--- src/pkg/mcdt_pkg.sv ---
// constants of the commutation delay timer
package mcdt_pkg;
    // ---------------------------------------------------------------
    // register byte offsets
    // ---------------------------------------------------------------
    localparam logic [7:0] OFS_COUNT   = 8'h00;
    localparam logic [7:0] OFS_PREV    = 8'h04;
    localparam logic [7:0] OFS_LAST    = 8'h08;
    localparam logic [7:0] OFS_COMPARE = 8'h0C;
    localparam logic [7:0] OFS_DEMAG   = 8'h10;
    localparam logic [7:0] OFS_WEIGHT  = 8'h14;
    localparam logic [7:0] OFS_CTRL_A  = 8'h18;
    localparam logic [7:0] OFS_STEP    = 8'h1C;
    localparam logic [7:0] OFS_STATUS  = 8'h20;
    localparam logic [7:0] OFS_MASK    = 8'h24;
    localparam logic [7:0] OFS_CTRL_B  = 8'h28;
    localparam logic [7:0] OFS_PHASE   = 8'h2C;
    localparam logic [7:0] OFS_DEMAG_ADD = 8'h30;
    // ---------------------------------------------------------------
    // field positions
    // ---------------------------------------------------------------
    localparam int CA_OUTPUT_ENABLE = 0;
    localparam int CA_AUTO_SELECT   = 1;
    localparam int CA_CAPTURE_SEL   = 2;
    localparam int CA_DIRECT_ACCESS = 3;
    localparam int FL_COMMUTATION   = 0;
    localparam int FL_RATIO_INC     = 1;
    localparam int FL_RATIO_DEC     = 2;
    localparam int FL_MULT_OVF      = 3;
    localparam int FL_TIMER_OVF     = 4;
    localparam int MK_COMMUTATION   = 0;
    localparam int MK_RATIO         = 1;
    localparam int MK_MULT_OVF      = 2;
    // ---------------------------------------------------------------
    // values and reset values
    // ---------------------------------------------------------------
    localparam logic [7:0] RESET_BYTE   = 8'h00;
    localparam logic [7:0] TIMER_MAX    = 8'hFF;
    localparam logic [7:0] TIMER_PRE_MAX = 8'hFE;
    localparam logic [7:0] SPEEDUP_LIMIT = 8'h55;
    localparam logic [7:0] DEMAG_FOLD   = 8'h7F;
    localparam logic [3:0] STEP_MIN     = 4'h0;
    localparam logic [3:0] STEP_MAX     = 4'hF;
    localparam int         MULT_SHIFT   = 5;
    localparam int         PRESC_W      = 20;
    localparam int         BASE_DIV     = 4;
endpackage

--- src/hdl/mcdt_mult.sv ---
// weight times capture over thirty-two, with eight-bit saturation
`timescale 1ns/1ps
module mcdt_mult (
    input  wire logic [7:0] weight_in,
    input  wire logic [7:0] capture_in,
    output logic      [7:0] result_out,
    output logic            overflow_out
);
    logic [15:0] product;
    logic [10:0] scaled;

    // product and divide by thirty-two
    always_comb begin
        product      = 16'(weight_in) * 16'(capture_in);
        scaled       = product[15:mcdt_pkg::MULT_SHIFT];
        overflow_out = (scaled[10:8] != 3'h0);
        result_out   = overflow_out ? mcdt_pkg::TIMER_MAX : scaled[7:0];
    end
endmodule

--- src/hdl/mcdt_top.sv ---
// commutation delay timer with self-adjusting prescaler and APB registers
// Function
// - switched mode: timer reaching compare raises commutation and clears timer
// - commutation loads preloads, sets commutation flag, interrupts if masked in
// - switched mode: timer overflow raises ratio interrupt when ratio mask set
// - prescaler written only when stopped; requests apply at next commutation
// - one prescaler update per step; increase first, decrease on next step
// - switched mode: zero-cross and demag events never touch the timer
// - auto mode: compare read-only, commutation leaves timer unchanged
// - auto mode zero-cross: capture timer, shift old capture, clear timer
// - auto mode compare is weight times chosen capture over 32
// - multiply overflow writes FFh and raises overflow event
// - auto mode: multiplication is recomputed after every register shift
// - auto mode timer at FFh: prescaler up, shift right, increase flag
// - zero-cross with timer below 55h: prescaler down, shift left, flag
// - prescaler at zero: no decrement and no decrease flag
// - prescaler at 15 and timer FFh: nothing changes, timer clock stops
// - shifts apply to timer, both captures, compare and demag
// - demag sum beyond FFh stored as 7Fh plus half the excess
// - step configuration preloaded, applied at commutation or, in direct access, phase write
// - all timer registers writable while the timer clock is off
`timescale 1ns/1ps
module mcdt_top #(
    parameter int BASE_DIV = mcdt_pkg::BASE_DIV
) (
    input  wire logic        SYS_CLK_IN,
    input  wire logic        RESET_N_IN,
    input  wire logic        CE_IN,
    input  wire logic        PSEL_IN,
    input  wire logic        PENABLE_IN,
    input  wire logic        PWRITE_IN,
    input  wire logic [7:0]  PADDR_IN,
    input  wire logic [31:0] PWDATA_IN,
    input  wire logic        ZERO_CROSS_IN,
    input  wire logic        DEMAG_IN,
    output logic      [31:0] PRDATA_OUT,
    output logic             PREADY_OUT,
    output logic             PSLVERR_OUT,
    output logic             COMMUTATE_OUT,
    output logic             IRQ_OUT,
    output logic      [3:0]  CTRL_B_ACTIVE_OUT,
    output logic      [7:0]  PHASE_ACTIVE_OUT
);
    // ---------------------------------------------------------------
    // state
    // ---------------------------------------------------------------
    typedef struct packed {
        logic [7:0]  timer;
        logic [7:0]  prev;
        logic [7:0]  last;
        logic [7:0]  compare;
        logic [7:0]  demag;
        logic [7:0]  weight;
        logic [3:0]  ctrl;
        logic [3:0]  step;
        logic [4:0]  flags;
        logic [2:0]  mask;
        logic [3:0]  ctrlb_pre;
        logic [3:0]  ctrlb_act;
        logic [7:0]  phase_pre;
        logic [7:0]  phase_act;
        logic [19:0] presc;
        logic        stalled;
        logic        recompute;
        logic        commutate;
        logic        irq;
        logic        pready;
        logic        pslverr;
        logic [31:0] prdata;
    } mcdt_state_t;

    mcdt_state_t s;
    mcdt_state_t next_s;
    logic [7:0]  mult_result;
    logic        mult_ovf;
    logic        run;
    logic        autom;
    logic        tick;
    logic        comm;
    logic        wr;
    logic        rd;
    logic        hit;
    logic [7:0]  sel_capture;
    logic [8:0]  demag_sum;
    logic [4:0]  hw_set;

    // ---------------------------------------------------------------
    // helpers
    // ---------------------------------------------------------------
    function automatic logic [7:0] shl_sat(input logic [7:0] v);
        shl_sat = v[7] ? mcdt_pkg::TIMER_MAX : {v[6:0], 1'b0};
    endfunction

    function automatic logic [7:0] shr(input logic [7:0] v);
        shr = {1'b0, v[7:1]};
    endfunction

    function automatic logic [19:0] tick_limit(input logic [3:0] st);
        tick_limit = (20'(BASE_DIV) << st) - 20'h00001;
    endfunction

    function automatic logic known_addr(input logic [7:0] a);
        known_addr = (a <= mcdt_pkg::OFS_DEMAG_ADD) && (a[1:0] == 2'h0);
    endfunction

    // ---------------------------------------------------------------
    // multiplier
    // ---------------------------------------------------------------
    // capture chosen by select bit
    assign sel_capture = s.ctrl[mcdt_pkg::CA_CAPTURE_SEL] ? s.last : s.prev;

    mcdt_mult u_mult (
        .weight_in    (s.weight),
        .capture_in   (sel_capture),
        .result_out   (mult_result),
        .overflow_out (mult_ovf)
    );

    // ---------------------------------------------------------------
    // next state
    // ---------------------------------------------------------------
    always_comb begin
        next_s           = s;
        next_s.commutate = 1'b0;
        next_s.pready    = 1'b0;
        next_s.pslverr   = 1'b0;
        // clock runs only when enabled and not in direct access
        run   = s.ctrl[mcdt_pkg::CA_OUTPUT_ENABLE] & ~s.ctrl[mcdt_pkg::CA_DIRECT_ACCESS];
        autom = s.ctrl[mcdt_pkg::CA_AUTO_SELECT];
        // tick period doubles per prescaler step
        tick  = (s.presc >= tick_limit(s.step));
        comm  = 1'b0;
        wr    = PSEL_IN & PENABLE_IN & s.pready & PWRITE_IN;
        rd    = PSEL_IN & PENABLE_IN & ~s.pready;
        hit   = known_addr(PADDR_IN);
        demag_sum = 9'(s.compare) + 9'(PWDATA_IN[7:0]);
        if (run) begin
            next_s.presc = tick ? 20'h00000 : 20'(s.presc + 20'h00001);
            if (tick && !autom) begin
                if (s.timer == mcdt_pkg::TIMER_MAX) begin
                    next_s.flags[mcdt_pkg::FL_TIMER_OVF] = 1'b1;
                end
                next_s.timer = 8'(s.timer + 8'h01);
                // compare match commutates and clears timer
                if (8'(s.timer + 8'h01) == s.compare) begin
                    comm         = 1'b1;
                    next_s.timer = mcdt_pkg::RESET_BYTE;
                end
            end else if (tick && !s.stalled) begin
                if (s.timer == mcdt_pkg::TIMER_PRE_MAX && s.step != mcdt_pkg::STEP_MAX) begin
                    next_s.step      = 4'(s.step + 4'h1);
                    next_s.timer     = shr(mcdt_pkg::TIMER_MAX);
                    next_s.prev      = shr(s.prev);
                    next_s.last      = shr(s.last);
                    next_s.compare   = shr(s.compare);
                    next_s.demag     = shr(s.demag);
                    next_s.flags[mcdt_pkg::FL_RATIO_INC] = 1'b1;
                    next_s.recompute = 1'b1;
                end else if (s.timer == mcdt_pkg::TIMER_PRE_MAX) begin
                    next_s.timer   = mcdt_pkg::TIMER_MAX;
                    next_s.stalled = 1'b1;
                end else begin
                    next_s.timer = 8'(s.timer + 8'h01);
                end
                if (8'(s.timer + 8'h01) == s.compare) begin
                    comm = 1'b1;
                end
            end
            // zero-cross only acts in auto mode
            if (autom && ZERO_CROSS_IN) begin
                next_s.last      = s.timer;
                next_s.prev      = s.last;
                next_s.timer     = mcdt_pkg::RESET_BYTE;
                next_s.stalled   = 1'b0;
                next_s.recompute = 1'b1;
                // speed up when timer below limit
                // no decrement at the lowest prescaler
                if (s.timer < mcdt_pkg::SPEEDUP_LIMIT && s.step != mcdt_pkg::STEP_MIN) begin
                    next_s.step    = 4'(s.step - 4'h1);
                    next_s.last    = shl_sat(s.timer);
                    next_s.prev    = shl_sat(s.last);
                    next_s.compare = shl_sat(s.compare);
                    next_s.demag   = shl_sat(s.demag);
                    next_s.presc   = 20'h00000;
                    next_s.flags[mcdt_pkg::FL_RATIO_DEC] = 1'b1;
                end
            end
            if (autom && s.recompute) begin
                next_s.recompute = 1'b0;
                next_s.compare   = mult_result;
                if (mult_ovf) begin
                    next_s.flags[mcdt_pkg::FL_MULT_OVF] = 1'b1;
                end
            end
            // switched-mode ratio requests taken at commutation
            // increase first, decrease one commutation later
            if (comm && !autom) begin
                next_s.presc = 20'h00000;
                if (s.flags[mcdt_pkg::FL_RATIO_INC]) begin
                    next_s.flags[mcdt_pkg::FL_RATIO_INC] = 1'b0;
                    if (s.step != mcdt_pkg::STEP_MAX) begin
                        next_s.step    = 4'(s.step + 4'h1);
                        next_s.prev    = shr(s.prev);
                        next_s.last    = shr(s.last);
                        next_s.compare = shr(s.compare);
                        next_s.demag   = shr(s.demag);
                    end
                end else if (s.flags[mcdt_pkg::FL_RATIO_DEC]) begin
                    next_s.flags[mcdt_pkg::FL_RATIO_DEC] = 1'b0;
                    if (s.step != mcdt_pkg::STEP_MIN) begin
                        next_s.step    = 4'(s.step - 4'h1);
                        next_s.prev    = shl_sat(s.prev);
                        next_s.last    = shl_sat(s.last);
                        next_s.compare = shl_sat(s.compare);
                        next_s.demag   = shl_sat(s.demag);
                    end
                end
            end
            if (comm) begin
                next_s.commutate = 1'b1;
                next_s.flags[mcdt_pkg::FL_COMMUTATION] = 1'b1;
                next_s.ctrlb_act = s.ctrlb_pre;
                next_s.phase_act = s.phase_pre;
            end
        end
        hw_set = next_s.flags & ~s.flags;
        // bus writes, taken on the access edge with pready high
        if (wr && hit) begin
            case (PADDR_IN)
                mcdt_pkg::OFS_COUNT: begin
                    if (!run) next_s.timer = PWDATA_IN[7:0];
                end
                mcdt_pkg::OFS_PREV: begin
                    if (!run) next_s.prev = PWDATA_IN[7:0];
                end
                mcdt_pkg::OFS_LAST: begin
                    if (!run) next_s.last = PWDATA_IN[7:0];
                end
                // compare read-only in running auto mode
                mcdt_pkg::OFS_COMPARE: begin
                    if (!run || !autom) next_s.compare = PWDATA_IN[7:0];
                end
                mcdt_pkg::OFS_DEMAG:  next_s.demag  = PWDATA_IN[7:0];
                mcdt_pkg::OFS_WEIGHT: next_s.weight = PWDATA_IN[7:0];
                mcdt_pkg::OFS_CTRL_A: next_s.ctrl   = PWDATA_IN[3:0];
                // direct prescaler write only while stopped
                mcdt_pkg::OFS_STEP: begin
                    if (!run) next_s.step = PWDATA_IN[3:0];
                end
                mcdt_pkg::OFS_STATUS: begin
                    // writing zero clears; a set in this cycle wins
                    next_s.flags = (next_s.flags & PWDATA_IN[4:0]) | hw_set;
                    if (run && !autom) begin
                        next_s.flags[mcdt_pkg::FL_RATIO_INC] = next_s.flags[mcdt_pkg::FL_RATIO_INC]
                            | PWDATA_IN[mcdt_pkg::FL_RATIO_INC];
                        next_s.flags[mcdt_pkg::FL_RATIO_DEC] = next_s.flags[mcdt_pkg::FL_RATIO_DEC]
                            | PWDATA_IN[mcdt_pkg::FL_RATIO_DEC];
                    end
                end
                mcdt_pkg::OFS_MASK:   next_s.mask      = PWDATA_IN[2:0];
                mcdt_pkg::OFS_CTRL_B: next_s.ctrlb_pre = PWDATA_IN[3:0];
                mcdt_pkg::OFS_PHASE: begin
                    next_s.phase_pre = PWDATA_IN[7:0];
                    // direct access applies on phase write
                    if (s.ctrl[mcdt_pkg::CA_DIRECT_ACCESS]) begin
                        next_s.phase_act = PWDATA_IN[7:0];
                        next_s.ctrlb_act = s.ctrlb_pre;
                    end
                end
                mcdt_pkg::OFS_DEMAG_ADD: begin
                    if (demag_sum[8]) begin
                        next_s.demag = 8'(9'(mcdt_pkg::DEMAG_FOLD)
                            + ((demag_sum - 9'(mcdt_pkg::TIMER_MAX)) >> 1));
                    end else begin
                        next_s.demag = demag_sum[7:0];
                    end
                end
                default: next_s.demag = next_s.demag;
            endcase
        end
        // bus answer, one wait cycle then pready
        if (rd) begin
            next_s.pready  = 1'b1;
            next_s.pslverr = ~hit;
            next_s.prdata  = 32'h00000000;
            if (!PWRITE_IN) begin
                case (PADDR_IN)
                    mcdt_pkg::OFS_COUNT:   next_s.prdata = {24'h000000, s.timer};
                    mcdt_pkg::OFS_PREV:    next_s.prdata = {24'h000000, s.prev};
                    mcdt_pkg::OFS_LAST:    next_s.prdata = {24'h000000, s.last};
                    mcdt_pkg::OFS_COMPARE: next_s.prdata = {24'h000000, s.compare};
                    mcdt_pkg::OFS_DEMAG:   next_s.prdata = {24'h000000, s.demag};
                    mcdt_pkg::OFS_WEIGHT:  next_s.prdata = {24'h000000, s.weight};
                    mcdt_pkg::OFS_CTRL_A:  next_s.prdata = {28'h0000000, s.ctrl};
                    mcdt_pkg::OFS_STEP:    next_s.prdata = {28'h0000000, s.step};
                    mcdt_pkg::OFS_STATUS:  next_s.prdata = {27'h0000000, s.flags};
                    mcdt_pkg::OFS_MASK:    next_s.prdata = {29'h00000000, s.mask};
                    mcdt_pkg::OFS_CTRL_B:  next_s.prdata = {28'h0000000, s.ctrlb_pre};
                    mcdt_pkg::OFS_PHASE:   next_s.prdata = {24'h000000, s.phase_pre};
                    default:               next_s.prdata = 32'h00000000;
                endcase
            end
        end
        next_s.irq = (next_s.flags[mcdt_pkg::FL_COMMUTATION] & next_s.mask[mcdt_pkg::MK_COMMUTATION])
            | ((next_s.flags[mcdt_pkg::FL_RATIO_INC] | next_s.flags[mcdt_pkg::FL_RATIO_DEC]
                | next_s.flags[mcdt_pkg::FL_TIMER_OVF]) & next_s.mask[mcdt_pkg::MK_RATIO])
            | (next_s.flags[mcdt_pkg::FL_MULT_OVF] & next_s.mask[mcdt_pkg::MK_MULT_OVF]);
    end

    // ---------------------------------------------------------------
    // state register
    // ---------------------------------------------------------------
    always_ff @(posedge SYS_CLK_IN or negedge RESET_N_IN) begin
        if (!RESET_N_IN) begin
            s <= '0;
        end else if (CE_IN) begin
            s <= next_s;
        end
    end

    // outputs straight from the state register
    assign PRDATA_OUT        = s.prdata;
    assign PREADY_OUT        = s.pready;
    assign PSLVERR_OUT       = s.pslverr;
    assign COMMUTATE_OUT     = s.commutate;
    assign IRQ_OUT           = s.irq;
    assign CTRL_B_ACTIVE_OUT = s.ctrlb_act;
    assign PHASE_ACTIVE_OUT  = s.phase_act;
endmodule

--- config.mk ---
export PLATFORM = sky130hd
export DESIGN_NAME = mcdt_top
export DESIGN_NICKNAME = d
export VERILOG_FILES = /design/src/pkg/mcdt_pkg.sv /design/src/hdl/mcdt_mult.sv /design/src/hdl/mcdt_top.sv
export SDC_FILE = /design/constraint.sdc
export NUM_CORES = 1
export LEC_CHECK = 0
export BUFFER_PORTS_ARGS = -buffer_cell sky130_fd_sc_hd__buf_2
export CORE_UTILIZATION = 35
export DETAILED_ROUTE_END_ITERATION = 10
export PLACE_DENSITY = 0.57
export SYNTH_ARGS = -nofsm -noshare
export SYNTH_HDL_FRONTEND = slang
export SYNTH_SLANG_ARGS = --single-unit
--- constraint.sdc ---
create_clock -name SYS_CLK_IN -period 8.5 [get_ports SYS_CLK_IN]
set_clock_uncertainty 0.15 [all_clocks]
set_input_delay 1.7 -clock SYS_CLK_IN [delete_from_list [all_inputs] [get_ports SYS_CLK_IN]]
set_output_delay 1.7 -clock SYS_CLK_IN [all_outputs]
set_load 0.01 [all_outputs]
Yosys cells after proc, flatten, opt, wreduce, memory -nomap -nowiden:

Index checks and enable logic that the tools add are counted.
Widths: inputs -> output; s select.

* flip-flop bits (word level): 146
* input port bits: 48

* $mul: 1
* eq/ne operators: 19
* bitwise logic cells: 21
* order comparisons: 3
* reductions and logical operators: 30
* shifts and indexed selects: 1
* $add $sub $neg: 8
* mux-type cells: 94

Operators with widths (count)
* $mux 32: 8
* $mux 40: 5
* $mux 8: 25
* $pmux 8 s12: 1
* $mux 88: 1
* $mux 20: 4
* $mux 4: 17
* $eq 8x6->1 const B: 5
* $mux 34: 1
* $eq 8x5->1 const B: 4
* $mux 31: 1
* $mux 1: 22
* $mux 22: 1
* $add 20x1->20 const B: 1
* $ge 20x20->1: 1
* $shl 3x4->20 const A: 1
* $sub 20x1->20 const B: 1
* $eq 8x4->1 const B: 2
* $eq 8x8->1 const B: 2
* $mul 8x8->16: 1
* $pmux 8 s2: 1
* $reduce_and 3->1: 4
* $and 5x5->5: 2
* $logic_and 1x1->1: 10
* other kinds (32): 56

Longest topological paths before layout:

* word-level depth: 24
* mapped depth: 22
* mapped depth without buffers: 20

Hierarchy:

A second synthesis with hierarchy kept.

* cells, all modules: 1554
* area total of the unflattened synthesis: 12826.1 um^2

Modules (own cells, without submodules)
* mcdt_top: cells each 1287, seq. area each 3052.9 um^2, instances 1, area each 10601.4 um^2
* mcdt_mult: cells each 267, seq. area each 0.0 um^2, instances 1, area each 2224.6 um^2

Least setup slack after synthesis:

Ideal clock, no wire load.

* path kind: flip-flop to flip-flop
* from: reg s[96] (netlist bit)
* to: reg s[114] (netlist bit)
* library setup time: 0.130 ns
* arrival time: 5.269 ns
* buffers on the path: 2
* path slack: 2.952 ns
* stages on the path, launching flop included: 21
* data required time: 8.220 ns
* path through: dfrtp_1 > clkbuf_1 > mux2_2 > nand2_1 > fa_1 > inv_1 > fa_1 > inv_1 > fa_1 > fa_1 > inv_1 > ha_1 > nand2_1 > o21bai_1 > a21o_1 > mux2_4 > or4_1 > buf_2 > o221ai_1 > and2_1 > o31ai_1

* longest elaborated chain between the ends: 13
* elaborated cells on any way between the ends: 14

Ends and longest elaborated chain
* start: declaration: RTL line mcdt_top.sv:72 `mcdt_state_t s;`
* start signal: assignment: RTL line mcdt_top.sv:317 `s <= next_s;`
* $mux 8 (*): RTL line mcdt_top.sv:110 `assign sel_capture = s.ctrl[mcdt_pkg::CA_CAPTURE_SEL] ? s.last : s.prev;`
* $mul 8x8->16 (*): RTL line mcdt_mult.sv:14 `product = 16'(weight_in) * 16'(capture_in);`
* $reduce_bool 3->1: RTL line mcdt_mult.sv:16 `overflow_out = (scaled[10:8] != 3'h0);`
* $mux 8 (*): RTL line mcdt_mult.sv:17 `result_out = overflow_out ? mcdt_pkg::TIMER_MAX : scaled[7:0];`
* $mux 8 (*): RTL line mcdt_top.sv:188 `if (autom && s.recompute) begin`
* $mux 32: RTL line mcdt_top.sv:210 `if (s.step != mcdt_pkg::STEP_MIN) begin`
* $mux 32: RTL line mcdt_top.sv:208 `end else if (s.flags[mcdt_pkg::FL_RATIO_DEC]) begin`
* $mux 32: RTL line mcdt_top.sv:199 `if (s.flags[mcdt_pkg::FL_RATIO_INC]) begin`
* $mux 32 (*): RTL line mcdt_top.sv:197 `if (comm && !autom) begin`
* $mux 40 (*): RTL line mcdt_top.sv:137 `if (run) begin`
* $mux 8: RTL line mcdt_top.sv:241 `if (!run || !autom) next_s.compare = PWDATA_IN[7:0];`
* $mux 8: RTL line mcdt_top.sv:229 `case (PADDR_IN)`
* $mux 88 (*): RTL line mcdt_top.sv:228 `if (wr && hit) begin`

Every way passes the cells marked *; elsewhere a longest branch is shown, timed or not.
A chain may end at the register's enable or synchronous reset.

Final worst setup path:

* from: reg s[93] (netlist bit)
* to: reg s, in the netlist CTRL_B_ACTIVE_OUT[1]

* longest elaborated chain between the ends: 12
* elaborated cells on any way between the ends: 13

Ends and longest elaborated chain
* $shl 3x4->20 (*): RTL line mcdt_top.sv:99 `tick_limit = (20'(BASE_DIV) << st) - 20'h00001;`
* $sub 20x1->20 (*): RTL line mcdt_top.sv:99
* $ge 20x20->1 (*): RTL line mcdt_top.sv:131 `tick = (s.presc >= tick_limit(s.step));`
* $logic_and 1x1->1: RTL line mcdt_top.sv:149 `end else if (tick && !s.stalled) begin`
* $mux 1: RTL line mcdt_top.sv:149
* $mux 1 (*): RTL line mcdt_top.sv:139 `if (tick && !autom) begin`
* $mux 1 (*): RTL line mcdt_top.sv:137
* $mux 4 (*): RTL line mcdt_top.sv:219 `if (comm) begin`
* $mux 4 (*): RTL line mcdt_top.sv:137
* $mux 4: RTL line mcdt_top.sv:265 `if (s.ctrl[mcdt_pkg::CA_DIRECT_ACCESS]) begin`
* $mux 20: RTL line mcdt_top.sv:229
* $mux 88 (*): RTL line mcdt_top.sv:228

Every way passes the cells marked *; elsewhere a longest branch is shown, timed or not. The select of a mux whose other input is x is not followed.

==> flow_summary_export.csv <==
group,metric,value,unit
outcome,status,"finished, final reports clean",
cts,clock_latency,440,ps
synthesis,ys.flop_type,"dfrtp_1",
drt,drt-total-wl,43400,um
drt,drc,0,
synthesis,synth_area_leaders,"dfrtp_1, ha_1, fa_1",
cts,numClockSinks,122,
drt,first_pass_iters,5,
drt,vias,12100,
synthesis,yosys.area_share.adder,12.9,%
sta,post-route-period-util,78.1,%
floorplanning,die-width,192,um
worst_setup_path,cp_data_arrival_time,6810,ps
synthesis,yosys.area.top_type,"dfrtp_1",
synthesis,synth_seq_cells,122,
worst_setup_path,worst_ep_required_time,8670,ps
worst_setup_path,path_max_fanout,24,
worst_hold_path,min_delay_worst_endpoint,"PRDATA_OUT[3]",
layout,nets,1655,
synthesis,synthesis.area,12600,um2
sta,rsz0062_at_grt,"false",
worst_setup_path,regToRegSetupSlack,1860,ps
synthesis,ys.warnings.count,0,
cts,cts_root_buffer,"clkbuf_16",
grt,grtUsageTotal,23.8,%
layout,layout_common_cells,"nand2_1, dfrtp_1, a21oi_1",
layout,mostFrequentLayoutCell,"nand2_1",
sta,fin_crit,6640,ps
layout,drive_gt1_share,10.3,%
synthesis,yosysTopAreaCellShare,24.2,%
floorplanning,coreArea,35600,um2
drt,initialDrtViolationCount,1321,
synthesis,ys_seq_area_share,24.2,%
grt,grt_pass1_vias,11500,
placement,pre_cts_ws,1960,ps
cts,cts_tree,"yes",
drt,vias_per_cell,6.15,
floorplanning,die-area,36800,um2
floorplanning,start_util,35.5,%
worst_setup_path,worstSetupEndpointType,"register",
cts,clk_pin_slew,70,ps
placement,place_area,12900,um2
placement,io_buffers,46,
sta,final_hold_viol_count,0,
synthesis,synth_area_per_cell,8.15,um2
grt,grt_max_degree,76,
worst_setup_path,path_buf_inv,1,
cts,post_cts_buffers,0,
worst_setup_path,r2r_end,"CTRL_B_ACTIVE_OUT[1]",
worst_setup_path,cp_top_family,"compound AO/OA/AOI/OAI gates",
cts,cts_buffer_depth,2,
layout,antenna_cells,0,
layout,n_fill_cell,3667,
worst_hold_path,hold_class,"register to register",
synthesis,async_flop_share,100,%
power,ir_worst_vdd,0.122,mV
worst_setup_path,start_kind,"register",
run,maxCapViolCount,0,
sta,tns,0,ps
floorplanning,ios,96,
sta,layout_setup_ws,1860,ps
floorplanning,die_h,192,um
layout,final_cells,1972,
placement,dp.final_hpwl,30300,um
synthesis,synth-xor-area-share,2.77,%
layout,fin_area,13500,um2
worst_setup_path,slowest_stage,"dfrtp_1",
synthesis,ys_types,88,
sta,relSlewSlack,19.9,%
synthesis,synth-edff-count,0,
drt,wire_per_inst,22.0,um
sta,max_freq,151,MHz
sta,tightestPinTransition,1200,ps
worst_hold_path,holdCritStartpoint,"PRDATA_OUT[3]",
cts,ctsHoldBuffers,0,
synthesis,synth-simple-area-share,18.7,%
synthesis,synth_compound_area_share,26.2,%
worst_setup_path,critPathMaxStageDelay,880,ps
cts,cts_buffers,17,
cts,htree_levels,4,
worst_setup_path,rr_startpoint,"s[93]",
worst_setup_path,worst_r2r_path_depth,15,
cts,cts_resized,0,
layout,fin_util,37.9,%
worst_setup_path,cp_cell_sequence,"inv_1, nand3_1, ha_1, o21ai_0, nor2_1, o21ai_0, o2111a_1, nor2_1, ha_1, a21oi_1, o211ai_1, o22ai_1, or3_1, a21oi_1, mux2_1",
power,power_density,118,nW/um2
grt,grt_pass1_wl,67100,um
floorplanning,rows,69,
sta,final_max_slew_viol_count,0,
synthesis,synth_mux_area_share,6.76,%
power,p_leak,6.05,nW
drt,detail-route-antenna-nets,0,
synthesis,synthCells,1550,
synthesis,synth_top_family_by_area,"compound AO/OA/AOI/OAI gates",
worst_hold_path,holdPathStages,1,
sta,setup_viol,0,
worst_setup_path,path_class,"register to register",
placement,dp.cells,1940,
grt,antenna_found_initial,0,
layout,synthToLayoutAreaGrowth,6.86,%
grt,gr-total-overflow,0,
placement,place_congestion,0.926,
[synth_stat cells, drive strengths merged (6+ instances only)]
cell      n
and2     42
o32ai     9
nand3    36
ha       73
a32oi    23
mux2     44
a31o      7
o21bai    7
a221oi   14
clkbuf   93
o31ai    20
mux2i    35
o21a      8
dfrtp   122
buf      63
xor2     11
a31oi    21
nor3     28
o21ai   117
nor2    103
and3     31
o211a     6
o22ai    18
o32a      7
a22o     15
nand4    21
a22oi    19
or3      14
o221ai    8
nor4      7
fa       36
a211oi    8
a21oi   106
o211ai   21
xnor2    29
nand2   133
nand2b   22
a21o     11
inv      80
nor2b    11
[routing by layer]
metal  track usage (%)  vias to the layer above  routed length, um
li1                  -                     5513                  -
met2              37.9                      591              19700
met5                 0                        -                  0
met4              9.19                        0               1540
met3              3.73                      115               3500
met1              32.1                     5917              18600
[per-stage QoR]
stage	power (mW)	hold WS, ps
final	1.59	323
after global routing	1.64	343
after CTS	1.59	326
after detailed placement	0.827	311
after global placement	0.823	310
after floorplan	0.760	301
[logic make-up after synthesis]
group,Yosys count
muxes,79
other,1
buffers and inverters,236
adders and majority gates,109
and+or+nand+nor,473
AOI/OAI and AO/OA,490
xor gates and xnor gates,40
DFF,122
[registers in the layout (all words and copies together) (netlist names)]
name,flops
autom,1
s,97
IRQ_OUT,1
PREADY_OUT,1
COMMUTATE_OUT,1
PSLVERR_OUT,1
CTRL_B_ACTIVE_OUT,4
PHASE_ACTIVE_OUT,8
PRDATA_OUT,8
[how the worst max path moves through the flow]
stage	slack, ps	end	start	cells after the start
floorplan	2950	s[114]	s[96]	20
global placement	2010	CTRL_B_ACTIVE_OUT[2]	s[93]	17
detailed placement	1960	CTRL_B_ACTIVE_OUT[3]	s[93]	15
CTS	1960	CTRL_B_ACTIVE_OUT[3]	s[93]	15
global route	1310	CTRL_B_ACTIVE_OUT[0]	s[93]	17
finish	1860	CTRL_B_ACTIVE_OUT[1]	s[93]	15
[layout make-up]
type                       instances  area, um2  area share [%]
multi-input combinational       1215       8610            63.8
clock buffer                      17        425            3.15
tap                              461        577            4.27
sequential                       122       3050            22.6
clock inverter                    15        173            1.28
inverter                          80        300            2.23
timing repair buffer              62        357            2.64
[power breakdown]
group          leakage [nW]  switching, mW  internal [mW]  total [mW]
sequential             1.65         0.0229          0.589       0.612
combinational          4.11          0.141         0.0670       0.208
clock                 0.287          0.347          0.419       0.766
Note: power is estimated with default switching activity, not from simulation.
